===== src/rtl/bec_consts.vh =====
/*
 Constants of the button event classifier: time figures, register
 offsets, field layout and reset values. Included by every design file.
*/
`ifndef BEC_CONSTS_VH
`define BEC_CONSTS_VH
// timebase
`define BEC_CLK_HZ       50000000
`define BEC_MS_PER_S     1000
// press classification limits in ms
`define BEC_TAP_MAX_MS   16'd500
`define BEC_SHORT_MAX_MS 16'd2000
`define BEC_LONG_MAX_MS  16'd5000
`define BEC_MS_MAX       16'hffff
// button event bits
`define BEC_BE_CHANGE    0
`define BEC_BE_HIGH      1
`define BEC_BE_LOW       2
`define BEC_BE_TAP       3
`define BEC_BE_SHORT     4
`define BEC_BE_LONG      5
`define BEC_BE_HOLD      6
`define BEC_BE_W         7
// sensor event bits
`define BEC_SE_CHANGE    0
`define BEC_SE_UPPER     1
`define BEC_SE_LOWER     2
`define BEC_SE_EXIT      3
`define BEC_SE_ENTER     4
`define BEC_SE_W         5
// register byte offsets
`define BEC_A_HOLD_DLY   8'h00
`define BEC_A_HOLD_PER   8'h04
`define BEC_A_STATUS     8'h08
`define BEC_A_BTN_EVT    8'h0c
`define BEC_A_SNS_EVT    8'h10
// slot region: bit 7 set, slot in bits 6:5, field in bits 4:2
`define BEC_F_VALUE      3'h0
`define BEC_F_LOW        3'h1
`define BEC_F_HIGH       3'h2
`define BEC_F_THR        3'h3
`define BEC_F_HYST       3'h4
// reset values
`define BEC_RST_DLY      16'h03e8
`define BEC_RST_PER      16'h01f4
`define BEC_RST_LOW      16'h8000
`define BEC_RST_HIGH     16'h7fff
`define BEC_RST_THR      16'h0000
`define BEC_RST_HYST     16'h0000
`endif


===== src/rtl/bec_button.v =====
/*
 One dry-contact input: edge events, press duration classification and
 repeated hold events. Assumes a synchronised level and a 1 ms tick.
*/
`timescale 1ns/1ps
`include "bec_consts.vh"
module bec_button (
    input  wire        mclk,
    input  wire        resetn,
    input  wire        ce,
    input  wire        msTick,
    input  wire        level,
    input  wire [15:0] first_repeat_delay,
    input  wire [15:0] holdPeriod,
    output reg  [6:0]  evt
);
    reg        prev_q;
    reg        armed_q;
    reg [15:0] durMs_q;
    reg [15:0] holdMs_q;
    wire [15:0] holdNext = holdMs_q + 16'h0001;
    wire [15:0] holdGoal = armed_q ? holdPeriod : first_repeat_delay;

    // edge detection, duration and hold repeat timing
    always @(posedge mclk or negedge resetn) begin
        if (!resetn) begin
            prev_q   <= 1'b0;
            armed_q  <= 1'b0;
            durMs_q  <= 16'h0000;
            holdMs_q <= 16'h0000;
            evt      <= 7'h00;
        end else if (ce) begin
            evt    <= 7'h00;
            prev_q <= level;
            if (level && !prev_q) begin
                evt[`BEC_BE_HIGH]   <= 1'b1;
                evt[`BEC_BE_CHANGE] <= 1'b1;
                durMs_q  <= 16'h0000;
                holdMs_q <= 16'h0000;
                armed_q  <= 1'b0;
            end else if (!level && prev_q) begin
                evt[`BEC_BE_LOW]    <= 1'b1;
                evt[`BEC_BE_CHANGE] <= 1'b1;
                evt[`BEC_BE_TAP]    <= durMs_q < `BEC_TAP_MAX_MS;
                evt[`BEC_BE_SHORT]  <= durMs_q >= `BEC_TAP_MAX_MS &&
                                       durMs_q < `BEC_SHORT_MAX_MS;
                evt[`BEC_BE_LONG]   <= durMs_q >= `BEC_SHORT_MAX_MS &&
                                       durMs_q <= `BEC_LONG_MAX_MS;
            end else if (level && msTick) begin
                if (durMs_q != `BEC_MS_MAX)
                    durMs_q <= durMs_q + 16'h0001;
                if (holdNext >= holdGoal) begin
                    evt[`BEC_BE_HOLD] <= 1'b1;
                    armed_q  <= 1'b1;
                    holdMs_q <= 16'h0000;
                end else begin
                    holdMs_q <= holdNext;
                end
            end
        end
    end
endmodule // bec_button


===== src/rtl/bec_sensor.v =====
/*
 One temperature sensor slot: held reading, short-circuit forcing,
 hysteresis crossings and min/max window events. Assumes readings come
 from a sensor bus engine on the same clock.
*/
`timescale 1ns/1ps
`include "bec_consts.vh"
module bec_sensor (
    input  wire        mclk,
    input  wire        resetn,
    input  wire        ce,
    input  wire        update,
    input  wire [15:0] reading,
    input  wire        found,
    input  wire        busShort,
    input  wire [15:0] lowLim,
    input  wire [15:0] highLim,
    input  wire [15:0] thresh,
    input  wire [15:0] hyst,
    output reg  [15:0] value,
    output reg  [4:0]  evt
);
    reg  upState_q;
    reg  inWin_q;
    wire [15:0] nextVal = busShort ? 16'h0000 : reading;
    wire        take    = found & (update | busShort);
    wire signed [16:0] nv    = {nextVal[15], nextVal};
    wire signed [16:0] upper = {thresh[15], thresh} + {1'b0, hyst};
    wire signed [16:0] lower = {thresh[15], thresh} - {1'b0, hyst};
    wire signed [16:0] lo    = {lowLim[15], lowLim};
    wire signed [16:0] hi    = {highLim[15], highLim};
    wire win = (nv >= lo) && (nv <= hi);

    // reading update and event generation
    always @(posedge mclk or negedge resetn) begin
        if (!resetn) begin
            value     <= 16'h0000;
            upState_q <= 1'b0;
            inWin_q   <= 1'b1;
            evt       <= 5'h00;
        end else if (ce) begin
            evt <= 5'h00;
            if (take) begin
                value <= nextVal;
                evt[`BEC_SE_CHANGE] <= nextVal != value;
                if (!upState_q && nv > upper) begin
                    upState_q <= 1'b1;
                    evt[`BEC_SE_UPPER] <= 1'b1;
                end
                if (upState_q && nv < lower) begin
                    upState_q <= 1'b0;
                    evt[`BEC_SE_LOWER] <= 1'b1;
                end
                inWin_q <= win;
                evt[`BEC_SE_EXIT]  <= inWin_q & ~win;
                evt[`BEC_SE_ENTER] <= ~inWin_q & win;
            end
        end
    end
endmodule // bec_sensor


===== src/rtl/bec_top.v =====
/*
 Button and temperature event classifier with an AHB-Lite register slave.
 Assumes dry contacts arrive asynchronously on pins and sensor readings
 come from a sensor bus engine clocked by mclk.
*/
`timescale 1ns/1ps
`include "bec_consts.vh"
module bec_top #(
    parameter MS_CYCLES = `BEC_CLK_HZ / `BEC_MS_PER_S
) (
    input  wire        mclk,
    input  wire        resetn,
    input  wire        ce,
    input  wire        hsel,
    input  wire [31:0] haddr,
    input  wire [1:0]  htrans,
    input  wire        hwrite,
    input  wire [2:0]  hsize,
    input  wire [31:0] hwdata,
    input  wire        hready,
    output reg  [31:0] hrdata,
    output wire        hreadyout,
    output wire        hresp,
    input  wire [1:0]  contactPin,
    input  wire        sensUpdate,
    input  wire [1:0]  sensSlot,
    input  wire [15:0] sensReading,
    input  wire [3:0]  sensFound,
    input  wire        sensShort,
    output reg         eventPending
);
    integer i;

    // pin synchronisers
    reg  [1:0]  sync1_q;
    reg  [1:0]  sync2_q;
    // millisecond timebase
    reg  [15:0] msCnt_q;
    reg         msTick_q;
    // settings
    reg  [15:0] holdDly_q;
    reg  [15:0] holdPer_q;
    reg  [15:0] lowLim_q  [0:3];
    reg  [15:0] highLim_q [0:3];
    reg  [15:0] thr_q     [0:3];
    reg  [15:0] hyst_q    [0:3];
    reg  [3:0]  found_q;
    reg         short_q;
    // events
    wire [13:0] btnEvt;
    wire [19:0] snsEvt;
    wire [63:0] values;
    reg  [13:0] btnSticky_q;
    reg  [19:0] snsSticky_q;
    // bus data phase
    reg         dpValid_q;
    reg         dpWrite_q;
    reg  [7:0]  dpAddr_q;

    wire        addrTake = hsel & hready & htrans[1] & ce;
    wire        wrEn     = dpValid_q & dpWrite_q & ce;
    wire        slotReg  = dpAddr_q[7];
    wire [1:0]  slot     = dpAddr_q[6:5];
    wire [2:0]  fld      = dpAddr_q[4:2];

    // wait while frozen, always okay
    assign hreadyout = ce;
    assign hresp     = 1'b0;

    // two-stage synchroniser for the contacts
    always @(posedge mclk or negedge resetn) begin
        if (!resetn) begin
            sync1_q <= 2'b00;
            sync2_q <= 2'b00;
        end else if (ce) begin
            sync1_q <= contactPin;
            sync2_q <= sync1_q;
        end
    end

    // 1 ms tick divider
    always @(posedge mclk or negedge resetn) begin
        if (!resetn) begin
            msCnt_q  <= 16'h0000;
            msTick_q <= 1'b0;
        end else if (ce) begin
            msTick_q <= 1'b0;
            if (msCnt_q == MS_CYCLES[15:0] - 16'h0001) begin
                msCnt_q  <= 16'h0000;
                msTick_q <= 1'b1;
            end else begin
                msCnt_q <= msCnt_q + 16'h0001;
            end
        end
    end

    // bus address phase capture
    always @(posedge mclk or negedge resetn) begin
        if (!resetn) begin
            dpValid_q <= 1'b0;
            dpWrite_q <= 1'b0;
            dpAddr_q  <= 8'h00;
        end else if (ce) begin
            dpValid_q <= addrTake;
            if (addrTake) begin
                dpWrite_q <= hwrite;
                dpAddr_q  <= haddr[7:0];
            end
        end
    end

    // setting registers written by software
    always @(posedge mclk or negedge resetn) begin
        if (!resetn) begin
            holdDly_q <= `BEC_RST_DLY;
            holdPer_q <= `BEC_RST_PER;
            for (i = 0; i < 4; i = i + 1) begin
                lowLim_q[i]  <= `BEC_RST_LOW;
                highLim_q[i] <= `BEC_RST_HIGH;
                thr_q[i]     <= `BEC_RST_THR;
                hyst_q[i]    <= `BEC_RST_HYST;
            end
        end else if (wrEn) begin
            if (dpAddr_q == `BEC_A_HOLD_DLY)
                holdDly_q <= hwdata[15:0];
            if (dpAddr_q == `BEC_A_HOLD_PER)
                holdPer_q <= hwdata[15:0];
            if (slotReg) begin
                case (fld)
                    `BEC_F_LOW:  lowLim_q[slot]  <= hwdata[15:0];
                    `BEC_F_HIGH: highLim_q[slot] <= hwdata[15:0];
                    `BEC_F_THR:  thr_q[slot]     <= hwdata[15:0];
                    `BEC_F_HYST: hyst_q[slot]    <= hwdata[15:0];
                    default: ;
                endcase
            end
        end
    end

    // discovered flags from the bus engine
    always @(posedge mclk or negedge resetn) begin
        if (!resetn) begin
            found_q <= 4'h0;
            short_q <= 1'b0;
        end else if (ce) begin
            found_q <= sensFound;
            short_q <= sensShort;
        end
    end

    genvar g;
    generate
        for (g = 0; g < 2; g = g + 1) begin : gBtn
            bec_button uBtn (
                .mclk       (mclk),
                .resetn     (resetn),
                .ce         (ce),
                .msTick     (msTick_q),
                .level      (sync2_q[g]),
                .first_repeat_delay  (holdDly_q),
                .holdPeriod (holdPer_q),
                .evt        (btnEvt[g*`BEC_BE_W +: `BEC_BE_W])
            );
        end
        for (g = 0; g < 4; g = g + 1) begin : gSns
            bec_sensor uSns (
                .mclk     (mclk),
                .resetn   (resetn),
                .ce       (ce),
                .update   (sensUpdate && sensSlot == g),
                .reading  (sensReading),
                .found    (found_q[g]),
                .busShort (short_q),
                .lowLim   (lowLim_q[g]),
                .highLim  (highLim_q[g]),
                .thresh   (thr_q[g]),
                .hyst     (hyst_q[g]),
                .value    (values[g*16 +: 16]),
                .evt      (snsEvt[g*`BEC_SE_W +: `BEC_SE_W])
            );
        end
    endgenerate

    // sticky event flags, write one to clear, set wins
    always @(posedge mclk or negedge resetn) begin
        if (!resetn) begin
            btnSticky_q  <= 14'h0000;
            snsSticky_q  <= 20'h00000;
            eventPending <= 1'b0;
        end else if (ce) begin
            btnSticky_q <= (btnSticky_q &
                ~((wrEn && dpAddr_q == `BEC_A_BTN_EVT) ? hwdata[13:0] : 14'h0000)) | btnEvt;
            snsSticky_q <= (snsSticky_q &
                ~((wrEn && dpAddr_q == `BEC_A_SNS_EVT) ? hwdata[19:0] : 20'h00000)) | snsEvt;
            eventPending <= (|btnSticky_q) | (|snsSticky_q);
        end
    end

    // read data mux for the data phase
    always @* begin
        hrdata = 32'h00000000;
        if (dpValid_q && !dpWrite_q) begin
            if (slotReg) begin
                case (fld)
                    `BEC_F_VALUE: hrdata = {16'h0000, values[slot*16 +: 16]};
                    `BEC_F_LOW:   hrdata = {16'h0000, lowLim_q[slot]};
                    `BEC_F_HIGH:  hrdata = {16'h0000, highLim_q[slot]};
                    `BEC_F_THR:   hrdata = {16'h0000, thr_q[slot]};
                    `BEC_F_HYST:  hrdata = {16'h0000, hyst_q[slot]};
                    default:      hrdata = 32'h00000000;
                endcase
            end else begin
                case (dpAddr_q)
                    `BEC_A_HOLD_DLY: hrdata = {16'h0000, holdDly_q};
                    `BEC_A_HOLD_PER: hrdata = {16'h0000, holdPer_q};
                    `BEC_A_STATUS:   hrdata = {23'h000000, short_q, found_q, 2'b00, sync2_q};
                    `BEC_A_BTN_EVT:  hrdata = {18'h00000, btnSticky_q};
                    `BEC_A_SNS_EVT:  hrdata = {12'h000, snsSticky_q};
                    default:         hrdata = 32'h00000000;
                endcase
            end
        end
    end
endmodule // bec_top


===== config.mk =====
export PLATFORM = sky130hd
export DESIGN_NAME = bec_top
export DESIGN_NICKNAME = d
export VERILOG_FILES = /design/src/rtl/bec_button.v /design/src/rtl/bec_sensor.v /design/src/rtl/bec_top.v
export VERILOG_INCLUDE_DIRS = /design/src /design/src/rtl
export SDC_FILE = /design/constraint.sdc
export NUM_CORES = 2
export LEC_CHECK = 0
export ABC_AREA = 1
export CORE_MARGIN = 2
export CORE_UTILIZATION = 55
export DETAILED_ROUTE_END_ITERATION = 16
export DONT_BUFFER_PORTS = 1
export PLACE_DENSITY = 0.68
export SLEW_MARGIN = 20
export SYNTH_ARGS = -nofsm -noshare
export SYNTH_HDL_FRONTEND = slang
export SYNTH_SLANG_ARGS = --single-unit

===== constraint.sdc =====
create_clock -name mclk -period 9.82 [get_ports mclk]
set_input_delay 1.964 -clock mclk [delete_from_list [all_inputs] [get_ports mclk]]
set_output_delay 1.964 -clock mclk [all_outputs]
set_load 0.03 [all_outputs]

==> impl_results.md <==
- Outcome: finished with violations
- Failing checks: slew limit
- Post-synthesis area per instance: 7.39 um2
- Worst setup SP type: flip-flop
- Critical path launch point: dpAddr_q[6]
- Die Width: approximately 270 um
- Nets: 5786
- First-pass GRT wire length: 198000 um
- Buffers on Ports: 0
- Core area: 71200 um2
- Max Root-Sink Buffers: 3
- Worst Path Max Fanout: 45
- Postcts setup bufs: 0
- Die span in y: 272 um
- Residual DRC: 0
- Layout Skew: between 40 and 50 ps
- Top_reg_cell synth: dfrtp_1
- WL per Instance: ~21 um
- Slew Viols, Final: approximately 330
- Top post-synthesis cells by count: 1313 x nand2_1, 695 x o21ai_0, 674 x inv_1
- R2R Path End: gSns[3].uSns.evt[4]
- Tmin final: ~6400 ps
- Netlist cell types: 57
- Routability Congestion: just under 1
- Power Density: 180 nW/um2
- Most common cell in the synthesized netlist: nand2_1
- VDD IR-drop max: between 0.15 and 0.2 mV
- Gr ovfl total: 0
- FFs w/ async S/R, synth: 1.00
- Top-area cell type share of the netlist area: 0.287
- Setup_tns: 0 ps
- DR pass1 iterations: 6
- R2r worst-path depth: 15
- Req. time, crit path: around 8000 ps
- Vias in the first global route: 34000
- Num CTS Buffers: 61
- Critical path endpoint: hrdata[11]
- CTS clk-pin slew, worst paths: about 60 ps
- Hold crit path type: flip-flop to flip-flop
- Final Hold Vio Count: 0
- Critical Path End Type: primary output
- Maximum clock frequency: approximately 0.16 GHz
- Area Growth Syn to Fin: 7.10%
- Share of post-route cells with drive strength above 1: 0.0525
- Fillers: 6675
- Slew HR: -0.275
- Worst Max-Slew Pin Slew: 1910 ps
- Cells after Synth: 5348
- Max-cap violations: 0
- Via count: 36300
- Post-synthesis sequential area ratio: 0.340
- Routed wire length: 128000 um
- Final setup violation count: 0
- Yosys warning count: 0
- Initial antenna violation count: 2
- Die area: ~74000 um2
- EDFF count, synth: 0
- # resized after CTS: 0
- Drt first-iter violations: roughly 3600
- Initial Util: 0.554
- Avg Vias per Cell: between 5 and 6
- Leak: between 20 and 25 nW
- Hold buffer count at CTS: 0
- Clk sink count: approximately 530
- R2r setup slk: 5650 ps
- CP arrival: between 4000 and 5000 ps
- R2r startpoint: short_q
- CTS tree: done
- # rows: ~100
- Synthesized area: about 40000 um2
- Hpwl dp: 92200 um
- CTS Root Cell: clkbuf_16
- Seq cells post-synth: around 530
- Worst-Skew Late Latency: 680 ps
- Largest net degree at the start of global routing: approximately 530
- Synth top area cells: dfrtp_1 29%, ha_1 14%, nand2_1 12%, o21ai_0 8.8%, inv_1 6.4%
- Maximum level of the CTS H-tree: 2
- I/O Pins: approximately 140
- Antenna Nets Post-Route: 0
- Post-Route Hold Slack: between 400 and 500 ps
- Setup Crit Path Kind: flip-flop to primary output
- Area leader, netlist: dfrtp_1
- RSZ-0062 raised after global routing: no
- Total GRT Usage: 0.347
- Period utilization: 0.653
## per-stage QoR
| step | power, mW | utilization | setup slack [ps] | instances | cell area [um2] |
|---|---|---|---|---|---|
| 2_1_floorplan | 4.43 | - | 5750 | 5360 | 39500 |
| 3_3_place_gp | 5.09 | 0.563 | 4370 | 6131 | 40100 |
| 3_5_place_dp | 5.16 | 0.563 | 4350 | 6131 | 40100 |
| 4_1_cts | 7.62 | 0.593 | 3630 | 6246 | 42300 |
| 5_1_grt | 8.10 | 0.594 | 3450 | 6247 | 42300 |
| 6_report | 7.62 | 0.594 | 3410 | 6248 | 42300 |
## sequential cells by signal, summed over array words and instances (netlist names), 4 cells and up
register,flops
gSns.uSns.value,64
highLim_q,64
hyst_q,64
lowLim_q,64
thr_q,64
gBtn.uBtn.durMs_q,32
gBtn.uBtn.holdMs_q,32
gSns.uSns.evt,20
snsSticky_q,20
holdDly_q,16
holdPer_q,16
msCnt_q,16
btnSticky_q,14
gBtn.uBtn.evt,14
dpAddr_q,8
found_q,4
gSns.uSns.inWin_q,4
gSns.uSns.upState_q,4
## layout make-up
| cell class | instances | area, um2 | share of cell area |
|---|---|---|---|
| diodes | 2 | 5.00 | 0.000118 |
| clock buffers | 92 | 1850 | 0.0436 |
| clock inverters | 23 | 332 | 0.00784 |
| inverters | 682 | 2560 | 0.0605 |
| multi-input cells | 3923 | 22600 | 0.535 |
| flip-flops and latches | 533 | 13400 | 0.318 |
| well taps | 950 | 1190 | 0.0281 |
| repair buffers | 43 | 323 | 0.00763 |
## placed cells by master (no fill, tap or decap), types with 10 or more instances in the layout
cell type / instances
ha_1: 433
nand3_1: 223
a22o_1: 13
xor2_1: 152
nor4_1: 31
clkbuf_1: 13
dfrtp_1: 453
clkbuf_8: 16
dfstp_2: 80
inv_1: 672
buf_4: 43
clkinv_2: 10
clkbuf_16: 63
a21oi_1: 264
o21a_1: 12
a22oi_1: 50
o21bai_1: 26
nand3_4: 10
nand2_1: 1309
nand4_1: 79
o22ai_1: 100
conb_1: 13
o21ai_0: 695
xnor2_1: 26
nor3_1: 85
nor2_1: 283
## power by group
group | internal (mW) | total [mW] | switching (mW)
sequential | 2.47 | 2.73 | 0.266
clock | 1.46 | 2.45 | 0.992
combinational | 0.809 | 2.44 | 1.63
## worst min path at each step
stage,startpoint,to,depth (start not counted)
floorplan,gSns[0].uSns.upState_q,gSns[0].uSns.evt[1],1
global placement,gSns[2].uSns.upState_q,gSns[2].uSns.evt[1],1
detailed placement,gSns[3].uSns.upState_q,gSns[3].uSns.evt[1],1
CTS,sync1_q[0],sync1_q[0],2
global route,sync1_q[0],sync1_q[0],2
finish,gBtn[1].uBtn.evt[0],btnSticky_q[7],2
## kinds of logic (layout without fill, tap and decap cells)
group | Yosys count | count (layout) | share of synthesized area
XOR/XNOR | 178 | 178 | 0.0395
buffers and inverters | 904 | 840 | 0.0895
flip-flops | 533 | 533 | 0.340
other | 1 | 15 | 0.0000949
AO/OA/AOI/OAI | 1220 | 1220 | 0.168
AND/OR/NAND/NOR | 2071 | 2071 | 0.221
adder cells (fa/ha/maj) | 441 | 441 | 0.141
## routing by layer
metal | up-vias | part of all wire | GRT usage | wire (um)
li1 | 17500 | - | - | -
met1 | 17100 | 0.43 | 0.471 | 54700
met2 | 1399 | 0.44 | 0.542 | 56300
met3 | 290 | 0.077 | 0.0525 | 9890
met4 | 0 | 0.058 | 0.170 | 7480
met5 | - | 0 | 0 | 0
## worst max-delay path, stage by stage (launching register included)
cell,delay [ps]
dfrtp_1,450
inv_1,120
nand2_2,70
buf_4,540
inv_1,300
buf_4,380
a22oi_1,410
a21oi_1,120
nor3_1,650
nand3_1,280
nand2_1,210
inv_1,170
No activity file was read; power rests on OpenSTA's default activity.
